`src/otp_store_pkg.sv`:
```
// constants for the one-time-programmable motion parameter store
package otp_store_pkg;
  localparam int unsigned ADDR_W = 3;
  localparam int unsigned NUM_BYTES = 8;
  localparam logic [2:0] A_CLOCK_CURRENT_TRIM = 3'h0;
  localparam logic [2:0] A_THERMAL_BANDGAP_TRIM = 3'h1;
  localparam logic [2:0] A_NODE_ID = 3'h2;
  localparam logic [2:0] A_COIL_CURRENT = 3'h3;
  localparam logic [2:0] A_VELOCITY_LIMITS = 3'h4;
  localparam logic [2:0] A_FALLBACK_HIGH_DIR_RAMP = 3'h5;
  localparam logic [2:0] A_FALLBACK_LOW = 3'h6;
  localparam logic [2:0] A_STEPPING_LOCK = 3'h7;
  // lock bit positions in the stepping/lock byte
  localparam int unsigned GLOBAL_LOCK_POS = 0;
  localparam int unsigned FACTORY_LOCK_POS = 1;
  // last byte covered by the factory lock
  localparam logic [2:0] FACTORY_LOCK_LAST = 3'h1;
  // fallback value that disables the secure move
  localparam logic [10:0] FALLBACK_DISABLED = 11'h400;
  // unburned bit value
  localparam logic [7:0] BLANK_BYTE = 8'h00;
  // cell contents at delivery: trims (values arbitrary) and factory lock
  localparam logic [7:0] DELIVERED_CLOCK_CURRENT_TRIM = 8'h5a;
  localparam logic [7:0] DELIVERED_THERMAL_BANDGAP_TRIM = 8'h36;
  localparam logic [7:0] DELIVERED_STEPPING_LOCK = 8'h02;
  // burn pulse length
  localparam int unsigned BURN_TIME_US = 100;
  localparam int unsigned CLK_MHZ = 20;
  localparam int unsigned BURN_CYCLES = BURN_TIME_US * CLK_MHZ;
  localparam int unsigned CNT_W = 12;
  // step resolution codes
  localparam logic [1:0] STEP_HALF = 2'h0;
  localparam logic [1:0] STEP_QUARTER = 2'h1;
  localparam logic [1:0] STEP_EIGHTH = 2'h2;
  localparam logic [1:0] STEP_SIXTEENTH = 2'h3;
endpackage

```
`src/otp_motion_parameter_store.sv`:
```
// otp parameter store with burn/read commands and working ram copy
// Contract
// - blank bits read zero; burning sets a bit to one forever.
// - bits already at one are never burned again.
// - one burn command burns the supplied one-bits of one byte.
// - global lock blocks burning of bytes 0x00 to 0x07.
// - factory lock blocks burning of the two calibration bytes.
// - operating copy loads from the store at power-up; restore defaults reloads all but the node bits.
// - ram overrides all parameters except the four node bits.
// - seven-bit bus address joins node bits and wired pin state.
// - run current code picks one of sixteen levels, 59 to 800 ma.
// - standstill drops current to the hold code level.
// - resolution 00 half, 01 quarter, 10 eighth, 11 sixteenth.
// - direction bit ignored while continuous speed mode runs.
// - wired pin loss drives to fallback unless code is 0x400.
// - fallback is 11 msbs of position, low bits zero.
// - ramp code selects sixteen rates, 49 to 40047 full steps/s2.
// - restore defaults reloads ram, positions untouched.
`timescale 1ns/100ps
module otp_motion_parameter_store #(
  parameter int unsigned BURN_CYCLES = otp_store_pkg::BURN_CYCLES
) (
  input wire logic clk,
  input wire logic reset_n,
  // power-up strobe: copy store to operating and ram parameters
  input wire logic power_up_load,
  // burn command
  input wire logic cmd_burn_byte,
  input wire logic [2:0] burn_addr,
  input wire logic [7:0] burn_data,
  output logic burn_busy,
  output logic burn_done,
  output logic burn_refused,
  // read-back command
  input wire logic cmd_read_burned_byte,
  input wire logic [2:0] read_addr,
  output logic [7:0] read_data,
  output logic read_valid,
  // ram override and restore
  input wire logic cmd_load_motion_settings,
  input wire logic [7:0] ram_coil_current,
  input wire logic [7:0] ram_velocity_limits,
  input wire logic [7:0] ram_fallback_high_dir_ramp,
  input wire logic [7:0] ram_fallback_low,
  input wire logic [1:0] ram_microstep_resolution,
  input wire logic cmd_restore_defaults,
  // motion context
  input wire logic wired_address_pin,
  input wire logic wired_pin_lost,
  input wire logic motor_standstill,
  input wire logic continuous_speed_mode,
  // decoded outputs
  output logic [6:0] bus_address,
  output logic [9:0] coil_current_ma,
  output logic [1:0] microstep_resolution,
  output logic [4:0] microsteps_per_full,
  output logic rotate_ccw,
  output logic [15:0] fallback_target,
  output logic fallback_move,
  output logic [15:0] ramp_rate,
  output logic ramp_speed_limited,
  output logic [9:0] max_speed,
  output logic [3:0] min_speed_factor,
  output logic global_lock_bit,
  output logic factory_lock_bit
);

  typedef enum logic [1:0] {
    ST_IDLE = 2'b00,
    ST_BURN = 2'b01,
    ST_DONE = 2'b11
  } burn_state_t;

  typedef struct packed {
    logic [7:0][7:0] fuse;
    logic [3:0] node_bits;
    logic [7:0] coil;
    logic [7:0] vel;
    logic [7:0] fb_hi;
    logic [7:0] fb_lo;
    logic [1:0] step;
    burn_state_t st;
    logic [2:0] addr;
    logic [7:0] mask;
    logic [11:0] cnt;
    logic done;
    logic refused;
    logic [7:0] rdata;
    logic rvalid;
  } state_t;

  state_t s_q;
  state_t s_d;
  logic locked;
  logic [7:0] new_bits;

  // current table shared by run and hold codes
  function automatic logic [9:0] current_ma(input logic [3:0] code);
    logic [9:0] t [16];
    t = '{10'd59, 10'd71, 10'd84, 10'd100, 10'd119, 10'd141, 10'd168,
          10'd200, 10'd238, 10'd283, 10'd336, 10'd400, 10'd476, 10'd566,
          10'd673, 10'd800};
    return t[code];
  endfunction

  function automatic logic [15:0] ramp_of(input logic [3:0] code);
    logic [15:0] t [16];
    t = '{16'd49, 16'd218, 16'd1004, 16'd3609, 16'd6228, 16'd8848,
          16'd11409, 16'd13970, 16'd16531, 16'd19092, 16'd21886,
          16'd24447, 16'd27008, 16'd29570, 16'd34925, 16'd40047};
    return t[code];
  endfunction

  function automatic logic [9:0] vmax_of(input logic [3:0] code);
    logic [9:0] t [16];
    t = '{10'd99, 10'd136, 10'd167, 10'd197, 10'd213, 10'd228, 10'd243,
          10'd273, 10'd303, 10'd334, 10'd364, 10'd395, 10'd456, 10'd546,
          10'd729, 10'd973};
    return t[code];
  endfunction

  // lock decode uses the live store so a lock burn takes effect at once
  always_comb begin
    locked = s_q.fuse[otp_store_pkg::A_STEPPING_LOCK]
               [otp_store_pkg::GLOBAL_LOCK_POS];
    if (s_q.fuse[otp_store_pkg::A_STEPPING_LOCK]
          [otp_store_pkg::FACTORY_LOCK_POS] &&
        burn_addr <= otp_store_pkg::FACTORY_LOCK_LAST) begin
      locked = 1'b1;
    end
    new_bits = burn_data & ~s_q.fuse[burn_addr];
  end

  // next state: burn sequencer, read-back, ram copy
  always_comb begin
    s_d = s_q;
    s_d.done = 1'b0;
    s_d.refused = 1'b0;
    s_d.rvalid = 1'b0;
    unique case (s_q.st)
      ST_IDLE: begin
        if (cmd_burn_byte) begin
          if (locked) begin
            s_d.refused = 1'b1;
          end else begin
            s_d.addr = burn_addr;
            s_d.mask = new_bits;
            s_d.cnt = '0;
            s_d.st = ST_BURN;
          end
        end
      end
      ST_BURN: begin
        if (s_q.cnt == 12'(BURN_CYCLES - 1)) begin
          // only ones are or-ed in; nothing clears a fuse
          s_d.fuse[s_q.addr] = s_q.fuse[s_q.addr] | s_q.mask;
          s_d.st = ST_DONE;
        end else begin
          s_d.cnt = s_q.cnt + 12'h001;
        end
      end
      ST_DONE: begin
        s_d.done = 1'b1;
        s_d.st = ST_IDLE;
      end
      default: s_d.st = ST_IDLE;
    endcase
    if (cmd_read_burned_byte) begin
      s_d.rdata = s_q.fuse[read_addr];
      s_d.rvalid = 1'b1;
    end
    // store copied to operating set at power-up and on restore; restore skips node
    if (power_up_load || cmd_restore_defaults) begin
      s_d.coil = s_q.fuse[otp_store_pkg::A_COIL_CURRENT];
      s_d.vel = s_q.fuse[otp_store_pkg::A_VELOCITY_LIMITS];
      s_d.fb_hi = s_q.fuse[otp_store_pkg::A_FALLBACK_HIGH_DIR_RAMP];
      s_d.fb_lo = s_q.fuse[otp_store_pkg::A_FALLBACK_LOW];
      s_d.step = s_q.fuse[otp_store_pkg::A_STEPPING_LOCK][3:2];
    end else if (cmd_load_motion_settings) begin
      s_d.coil = ram_coil_current;
      s_d.vel = ram_velocity_limits;
      s_d.fb_hi = ram_fallback_high_dir_ramp;
      s_d.fb_lo = ram_fallback_low;
      s_d.step = ram_microstep_resolution;
    end
    if (power_up_load) begin
      s_d.node_bits = s_q.fuse[otp_store_pkg::A_NODE_ID][3:0];
    end
  end

  // reset stands for delivery: the cells own no start value, so reset
  // lays down the factory image; power_up_load is the power cycle and
  // keeps every burn, but a mid-run reset forgets application burns
  always_ff @(posedge clk) begin
    if (!reset_n) begin
      s_q <= '0;
      s_q.fuse[otp_store_pkg::A_CLOCK_CURRENT_TRIM] <=
        otp_store_pkg::DELIVERED_CLOCK_CURRENT_TRIM;
      s_q.fuse[otp_store_pkg::A_THERMAL_BANDGAP_TRIM] <=
        otp_store_pkg::DELIVERED_THERMAL_BANDGAP_TRIM;
      s_q.fuse[otp_store_pkg::A_STEPPING_LOCK] <=
        otp_store_pkg::DELIVERED_STEPPING_LOCK;
    end else begin
      s_q <= s_d;
    end
  end

  // outputs decoded from the operating copy, the burn sequencer and the store lock bits
  always_comb begin
    burn_busy = s_q.st != ST_IDLE;
    burn_done = s_q.done;
    burn_refused = s_q.refused;
    read_data = s_q.rdata;
    read_valid = s_q.rvalid;
    bus_address = {2'b11, s_q.node_bits, wired_address_pin};
    coil_current_ma = motor_standstill ? current_ma(s_q.coil[3:0])
                                       : current_ma(s_q.coil[7:4]);
    microstep_resolution = s_q.step;
    unique case (s_q.step)
      otp_store_pkg::STEP_HALF: microsteps_per_full = 5'd2;
      otp_store_pkg::STEP_QUARTER: microsteps_per_full = 5'd4;
      otp_store_pkg::STEP_EIGHTH: microsteps_per_full = 5'd8;
      otp_store_pkg::STEP_SIXTEENTH: microsteps_per_full = 5'd16;
    endcase
    rotate_ccw = continuous_speed_mode ? 1'b0 : s_q.fb_hi[4];
    fallback_target = {s_q.fb_hi[7:5], s_q.fb_lo, 5'h00};
    fallback_move = wired_pin_lost &&
      ({s_q.fb_hi[7:5], s_q.fb_lo} != otp_store_pkg::FALLBACK_DISABLED);
    ramp_rate = ramp_of(s_q.fb_hi[3:0]);
    ramp_speed_limited = s_q.fb_hi[3:0] <= 4'h1 || s_q.fb_hi[3:0] >= 4'h9;
    max_speed = vmax_of(s_q.vel[7:4]);
    min_speed_factor = s_q.vel[3:0];
    global_lock_bit = s_q.fuse[otp_store_pkg::A_STEPPING_LOCK][0];
    factory_lock_bit = s_q.fuse[otp_store_pkg::A_STEPPING_LOCK][1];
  end

  property p_locked_refused;
    @(posedge clk) disable iff (!reset_n)
      (cmd_burn_byte && !burn_busy && locked) |=> burn_refused;
  endproperty
  a_locked_refused: assert property (p_locked_refused)
    else $error("locked burn not refused");

  property p_no_clear;
    @(posedge clk) disable iff (!reset_n)
      ##1 ((s_q.fuse & $past(s_q.fuse)) == $past(s_q.fuse));
  endproperty
  a_no_clear: assert property (p_no_clear)
    else $error("a burned bit went back to zero");

  property p_burn_len;
    @(posedge clk) disable iff (!reset_n)
      (s_q.st == ST_IDLE && cmd_burn_byte && !locked) |=>
        burn_busy ##1 (!burn_done)[*1];
  endproperty
  a_burn_len: assert property (p_burn_len)
    else $error("burn did not start");

  property p_node_stable;
    @(posedge clk) disable iff (!reset_n)
      !power_up_load |=> $stable(s_q.node_bits);
  endproperty
  a_node_stable: assert property (p_node_stable)
    else $error("node bits changed without power-up");

  property p_fallback;
    @(posedge clk) disable iff (!reset_n)
      (wired_pin_lost && {s_q.fb_hi[7:5], s_q.fb_lo} == 11'h400)
        |-> !fallback_move;
  endproperty
  a_fallback: assert property (p_fallback)
    else $error("fallback move with disabled code");

  property p_addr;
    @(posedge clk) disable iff (!reset_n)
      bus_address[4:1] == s_q.node_bits && bus_address[0] == wired_address_pin;
  endproperty
  a_addr: assert property (p_addr)
    else $error("bus address mismatch");

  property p_hold;
    @(posedge clk) disable iff (!reset_n)
      motor_standstill |-> coil_current_ma == current_ma(s_q.coil[3:0]);
  endproperty
  a_hold: assert property (p_hold)
    else $error("hold current not applied");

  property p_dir;
    @(posedge clk) disable iff (!reset_n)
      continuous_speed_mode |-> !rotate_ccw;
  endproperty
  a_dir: assert property (p_dir)
    else $error("direction used in continuous mode");

  property p_mask_fresh;
    @(posedge clk) disable iff (!reset_n)
      (s_q.st == ST_IDLE && cmd_burn_byte && !locked) |=>
        ((s_q.mask & s_q.fuse[s_q.addr]) == 8'h00);
  endproperty
  a_mask_fresh: assert property (p_mask_fresh)
    else $error("burn mask holds a bit already burned");

  property p_burn_addr;
    @(posedge clk) disable iff (!reset_n)
      (s_q.st == ST_IDLE && cmd_burn_byte && !locked) |=>
        (s_q.addr == $past(burn_addr));
  endproperty
  a_burn_addr: assert property (p_burn_addr)
    else $error("burn aimed at the wrong byte");

  property p_done_pulse;
    @(posedge clk) disable iff (!reset_n)
      burn_done |=> (!burn_done && !burn_busy);
  endproperty
  a_done_pulse: assert property (p_done_pulse)
    else $error("burn done not a single pulse");

  property p_global_lock;
    @(posedge clk) disable iff (!reset_n)
      (cmd_burn_byte && !burn_busy && global_lock_bit) |=> burn_refused;
  endproperty
  a_global_lock: assert property (p_global_lock)
    else $error("burn accepted under global lock");

  property p_factory_lock;
    @(posedge clk) disable iff (!reset_n)
      (cmd_burn_byte && !burn_busy && factory_lock_bit &&
        burn_addr <= otp_store_pkg::FACTORY_LOCK_LAST) |=> burn_refused;
  endproperty
  a_factory_lock: assert property (p_factory_lock)
    else $error("trim byte burn accepted under factory lock");

  property p_refused_keeps;
    @(posedge clk) disable iff (!reset_n)
      burn_refused |-> $stable(s_q.fuse);
  endproperty
  a_refused_keeps: assert property (p_refused_keeps)
    else $error("refused burn changed the store");

  property p_step_decode;
    @(posedge clk) disable iff (!reset_n)
      microsteps_per_full == (5'd2 << microstep_resolution);
  endproperty
  a_step_decode: assert property (p_step_decode)
    else $error("microstep count does not match resolution");

  property p_fallback_lsb;
    @(posedge clk) disable iff (!reset_n)
      fallback_target[4:0] == 5'h00;
  endproperty
  a_fallback_lsb: assert property (p_fallback_lsb)
    else $error("fallback low position bits not zero");

endmodule

```
`config.mk`:
```
export PLATFORM = sky130hd
export DESIGN_NAME = otp_motion_parameter_store
export DESIGN_NICKNAME = d
export VERILOG_FILES = /design/src/otp_store_pkg.sv /design/src/otp_motion_parameter_store.sv
export SDC_FILE = /design/constraint.sdc
export NUM_CORES = 1
export LEC_CHECK = 0
export CAP_MARGIN = 20
export CORE_UTILIZATION = 40
export DETAILED_ROUTE_END_ITERATION = 8
export DONT_BUFFER_PORTS = 1
export SLEW_MARGIN = 20
export SYNTH_ARGS = -nofsm -noshare
export SYNTH_HDL_FRONTEND = slang
export SYNTH_SLANG_ARGS = --single-unit
```
`constraint.sdc`:
```
create_clock -name clk -period 1.65 [get_ports clk]
set_input_delay 0.33 -clock clk [delete_from_list [all_inputs] [get_ports clk]]
set_output_delay 0.33 -clock clk [all_outputs]
set_load 0.005 [all_outputs]
```
==> impl_results.md, run 1 <==
- Setup tns final: -10.63 ns
- I/O pin total: 146
- Worst vdd ir: 0.4367 mV
- Vias: 8971
- CTS max path bufs: 2
- FF-to-FF Start: s_q[32]$_SDFFE_PN0P_
- Die area: 22790 sq um
- Port Buffers: 0
- Drt pass-1 iters: 7
- Cell Chain, Critical Path: inv_2 -> ha_4 -> nor2b_4 -> nor2_2 -> a21boi_2
- Pre-CTS WS: -0.1424 ns
- Via/cell ratio: 6.362
- RSZ-0062 raised after global routing: true
- Commonest cells after routing, fill and taps aside: buf_4 (118), dfxtp_1 (111), nor2_1 (66)
- Seq/Total Area, Yosys: 31.13%
- Largest net degree at the start of global routing: 49
- Tot Pwr: ~9 mW
- Status: finished with violations
- Post-synthesis mux area share: 16.40%
- Number of global-route vias before repair: 8396
- Number of enable-type register cells in the synthesized netlist: 0
- Final Cycle Share: 118.7%
- Failing checks: setup timing
- Syn. warnings: 0
- Async SR Flop Fraction: 0%
- WP buf/inv: 1
- Worst skew pair latency: 0.43 ns
- Critical-path top delay cell: dfxtp_2
- Lkg Pwr: 4.496 nW
- Critical path launch point type: flop
- Slew Limit Headroom: 64.90%
- Worst Setup SP: s_q[47]$_SDFFE_PN0P_
- Final Skew: 0.01141 ns
- Clk sinks: 138
- First-pass GRT wire length: 48910 um
- Final setup violation count: 90
- # placed instances: 1315
- Yosys reg bits: about 140
- Post-Synth XOR/XNOR Area: 0.8882%
- CP required: about 1.3 ns
- Dpl hpwl: approximately 21000 um
- Largest family of logic cells by synthesized area: compound AO/OA/AOI/OAI gates
- Setup CP Type: reg2out
- Global Route Usage Sum: 28.68%
- WP depth: 5
- Die width: 151.0 um
- Slew Limit Fails: 0
- Post-Synthesis Cells: 1026
- Routability cong.: 0.9198
- H-tree levels: 4
- Initial drt markers: 856
- Worst Setup EP: ramp_rate[7]
- Delay of the slowest critical-path stage: 0.36 ns
- Number of antenna violations at the first check in global routing: 0
- Die height: 151.0 um
- Hold Slack: 0.01386 ns
- Average wire per standard cell: 24.65 um
- Synth cell types: 81
- Pwr/cell area: 712.9 nW/um^2
- Max Freq: 0.5105 GHz
- N_diodes: 0
- Post-synthesis compound-gate area fraction: 22.01%
- Post-route ant nets: 0
- P&R area growth vs syn: 41.84%
- Total gr overflow: 0
- Critical path's top delay family: flip-flops
- Rows: 54
- DRC violations left: 0
- Period minus WS final: 1.959 ns
- Simple-Gate Fraction of Synth Area: 17.43%
- R2R cell count: 6
- Share of layout cells above drive strength 1: between 40 and 50%
- CTS tree: done
- Synthesized area: 8875 sq um
- Adder-cell area share of the yosys netlist: 3.243%
- R2R setup slack: -0.21 ns
- Core area: 21760 sq um
- Cts bufs inserted: 17
- Worst-path fanout max: 3
- Slew @ Worst Pin: 0.5236 ns
- Final WL: 34760 um
- Worst Hold Class: in2reg
- Layout Cells excl Fill: 1410
- Max Cap Violations: 0
- Syn avg cell area: 8.650 sq um
- Reg2reg end: s_q[104]$_SDFFE_PN0P_
- Hold Vio Cnt, Final: 0
- Initial Util: 40.79%
- Commonest non-fill, non-tap cell in the layout: buf_4
- Setup slack after layout: -0.3089 ns
- CP Data Arrival Time: 1.63 ns
- Net count, final: 1199
- Dominant synthesized flop cell: dfxtp_1
- CTS clock-pin slew for the worst setup and hold paths: 0.06 ns
- CP Capture Type: primary output
- Clk root buf: clkbuf_16
==> Yosys cell counts (all sizes together) (7+ instances only) <==
cell type / count / area, sq um
nand3: 32 / 165.2
nand2: 53 / 198.9
a21oi: 105 / 525.5
clkbuf: 57 / 214.0
a211oi: 33 / 247.7
dfxtp: 138 / 2763
nand2b: 11 / 68.82
nor4: 9 / 92.59
o21ai: 89 / 445.4
ha: 23 / 287.8
nand4: 11 / 75.07
o211ai: 38 / 285.3
and2: 8 / 50.05
nor2b: 10 / 62.56
nor2: 84 / 325.3
mux2i: 61 / 610.6
nor3: 18 / 100.1
inv: 21 / 78.82
buf: 71 / 479.2
mux4: 35 / 788.3
or3: 8 / 55.05
o21a: 7 / 52.55
==> layout make-up <==
class	count	area [sq um]
multi-input combinational	742	6674
clock inverter	13	162.7
tap	280	350.3
fill	1714	9168
timing repair buffer	194	2042
clock buffer	19	442.9
inverter	24	105.1
sequential	138	2811
==> where the power goes <==
part	internal [mW]	switching (mW)	leakage [nW]
Clock	2.43	1.60	0.291
Combinational	0.693	0.761	3.07
Sequential	3.40	0.0945	1.13
Total	6.52	2.46	4.50
==> through the flow <==
stage / area, sq um / util, %
after floorplan: 8916 / -
after global placement: 9684 / 44.51
after detailed placement: 9684 / 44.51
after CTS: 11710 / 53.82
after global routing: 12590 / 57.86
final: 12590 / 57.86
==> layer usage <==
metal  GRT usage, %  up-vias  part of all wire [%]
met5              0        -                     0
met4          16.70        0                   6.5
met3          7.620      166                    10
met2          47.25      541                    47
met1          33.48     4312                    36
li1               -     3952                     -
==> kinds of logic (layout without fill, tap and decap cells) <==
group,count (synthesis),count (layout)
and+or+nand+nor,287,287
AOI/OAI and AO/OA,314,314
adders and majority gates,23,23
other,2,8
buffers and inverters,152,250
xor gates and xnor gates,9,9
DFF,138,138
muxes,101,101
==> sequential cells by signal, summed over array words and instances (netlist names), 2 cells and up <==
signal,cells
s_q,104
fallback_target,11
read_data,8
bus_address,4
min_speed_factor,4
microstep_resolution,2
==> repair_timing <==
item,CTS,global route
hold buffers,2,0
cloned,8,2
gates resized for setup,241,168
endpoints found under the hold margin,14,0
setup buffers,37,19
endpoints found under the setup margin,76,101
pin swaps,103,90
==> worst min-delay path by stage <==
stage / start / endpoint / slack [ns] / cells past startpoint
floorplan: s_q[25]$_SDFFE_PN0P_ / s_q[25]$_SDFFE_PN0P_ / 0.44 / 2
global placement: reset_n / s_q[78]$_SDFFE_PN1P_ / 0.42 / 1
detailed placement: reset_n / s_q[75]$_SDFFE_PN1P_ / 0.42 / 1
CTS: cmd_read_burned_byte / read_valid$_SDFF_PN0_ / 0.004 / 1
global route: reset_n / s_q[97]$_SDFFE_PN0P_ / 0.009 / 1
finish: cmd_read_burned_byte / read_valid$_SDFF_PN0_ / 0.01 / 1
Power figures use the tool's default switching activity.
==> inputs of run 2 (changes only) <==
CELL_PAD_IN_SITES_DETAIL_PLACEMENT = 2   (was not set)
CELL_PAD_IN_SITES_GLOBAL_PLACEMENT = 2   (was not set)
CORE_UTILIZATION = 35   (was 40)
PLACE_DENSITY_LB_ADDON = 0.1   (was not set)
==> run 2 against run 1 <==
Net effect: design area grew 10%; combinational power increased by 29%; global-route usage is 8.1 points higher; cell count rose by 8.1%; worst hold slack got worse by 0.025 ns; the flow finishes with violations (hold timing, setup timing).
==> impl_results.md, run 2 (synthesized netlist as in run 1, its figures left out) <==
- Status: finished with violations
- Failing checks: hold timing, setup timing
- Die area: 26000 sq um
- R2R cell count: 8
- Max reg flops: around 100
- Setup slack after layout: -0.4547 ns
- Final Skew: about 0.022 ns
- Core area: 24600 sq um
- H-tree levels: 4
- Cell Chain, Critical Path: inv_2 -> ha_4 -> mux2i_2 -> nor2b_2 -> a211oi_1 -> a21oi_1
- Min-delay src: cmd_read_burned_byte
- Max Cap Violations: 0
- WP buf/inv: 1
- Commonest non-fill, non-tap cell in the layout: buf_4
- Initial Util: 36.07%
- Max Freq: 0.4751 GHz
- Worst-path fanout max: 2
- Port Buffers: 0
- Average wire per standard cell: 39.10 um
- Delay of the slowest critical-path stage: 0.35 ns
- Clk root buf: clkbuf_16
- Die width: 161.2 um
- Slew Limit Fails: 0
- Global Route Usage Sum: 36.81%
- Routability cong.: 0.9458
- Reg2reg end: s_q[97]$_SDFFE_PN0P_
- Hold Slack: -0.01078 ns
- Net count, final: 1269
- Largest net degree at the start of global routing: 76
- Initial drt markers: 1071
- Rows: 57
- First-pass GRT wire length: 70810 um
- Critical path's top delay family: flip-flops
- Lkg Pwr: about 5 nW
- Critical-path top delay cell: dfxtp_2
- Share of layout cells above drive strength 1: approximately 56%
- Worst Hold Class: in2reg
- Slew Limit Headroom: 58.32%
- RSZ-0062 raised after global routing: true
- Total gr overflow: 0
- FF-to-FF Start: s_q[15]$_SDFFE_PN0P_
- Number of global-route vias before repair: 10563
- Reg with most FFs: s_q
- Hold Vio Cnt, Final: 2
- DRC violations left: 0
- P&R area growth vs syn: 56.22%
- CP Data Arrival Time: 1.77 ns
- Pwr/cell area: 740.8 nW/um^2
- Setup tns final: -23.25 ns
- CTS max path bufs: 2
- CTS tree: done
- Worst skew pair latency: between 0.4 and 0.5 ns
- Slew @ Worst Pin: 0.6224 ns
- Via/cell ratio: 6.848
- Final WL: 59600 um
- WHS Path Cells: 1
- Clk sinks: about 140
- Setup CP Type: reg2out
- CP Capture Type: primary output
- I/O pin total: 146
- Worst vdd ir: around 0.63 mV
- Die height: approximately 160 um
- Post-route ant nets: 0
- Cts bufs inserted: 17
- Hold path endpoint: read_valid$_SDFF_PN0_
- Final setup violation count: 128
- Final Cycle Share: 127.6%
- Critical path launch point type: flop
- Number of antenna violations at the first check in global routing: 0
- Period minus WS final: 2.105 ns
- N_diodes: 0
- CP required: 1.32 ns
- CTS clock-pin slew for the worst setup and hold paths: about 0.070 ns
- Commonest cells after routing, fill and taps aside: buf_4 (168), dfxtp_1 (103), buf_6 (65)
- Drt pass-1 iters: 5
- R2R setup slack: -0.37 ns
- Dpl hpwl: 28090 um
- Vias: roughly 10000
[run 2: how the worst max path moves through the flow]
stage	start	slack, ns	end	cells past startpoint
6_report	s_q[66]$_SDFFE_PN0P_	-0.45	coil_current_ma[6]	6
5_1_grt	s_q[66]$_SDFFE_PN0P_	-0.49	coil_current_ma[6]	6
4_1_cts	s_q[66]$_SDFFE_PN0P_	-0.33	coil_current_ma[6]	6
3_5_place_dp	s_q[34]$_SDFFE_PN0P_	-0.26	s_q[80]$_SDFFE_PN1P_	5
3_3_place_gp	s_q[32]$_SDFFE_PN0P_	-0.10	s_q[125]$_SDFFE_PN0P_	5
2_1_floorplan	s_q[32]$_SDFFE_PN0P_	0.002	s_q[125]$_SDFFE_PN0P_	5
[run 2: metal layers]
metal	share of wire (%)	global-route usage, %
met5	0	0
met4	7.7	23.63
met3	8.5	9.117
met2	48	62.34
met1	36	41.27
[run 2: repair_timing]
action / in CTS / in global routing
setup endpoints to repair: 123 / 126
endpoints found under the hold margin: 13 / 2
hold buffers: 2 / 2
pin swaps: 114 / 122
cloned: 9 / 2
resized for setup: 338 / 267
buffers inserted: 56 / 36
[run 2: cell type report]
cell class | instances | area [sq um]
Multi-Input combinational cell | 742 | 7249
Sequential cell | 138 | 2836
Clock inverter | 10 | 210.2
Fill cell | 2357 | 10740
Clock buffer | 22 | 494.2
Timing Repair Buffer | 264 | 2559
Tap cell | 324 | 405.4
Inverter | 24 | 110.1
[run 2: metrics by stage]
stage	utilization, %	power [mW]	setup slack (ns)	cell area [sq um]	instances
4_1_cts	50.92	9.611	-0.3348	12530	1493
2_1_floorplan	-	4.318	0.001861	8916	1032
6_report	56.35	10.27	-0.4547	13860	1524
3_3_place_gp	40.45	4.584	-0.1046	9952	1394
3_5_place_dp	40.45	4.638	-0.2634	9952	1394
5_1_grt	56.35	10.42	-0.4863	13860	1524
[run 2: report_power, final]
part / internal [mW] / switching, mW / total, mW
registers: 3.39 / 0.119 / 3.51
logic: 0.794 / 1.08 / 1.87
clock network: 3.04 / 1.85 / 4.89
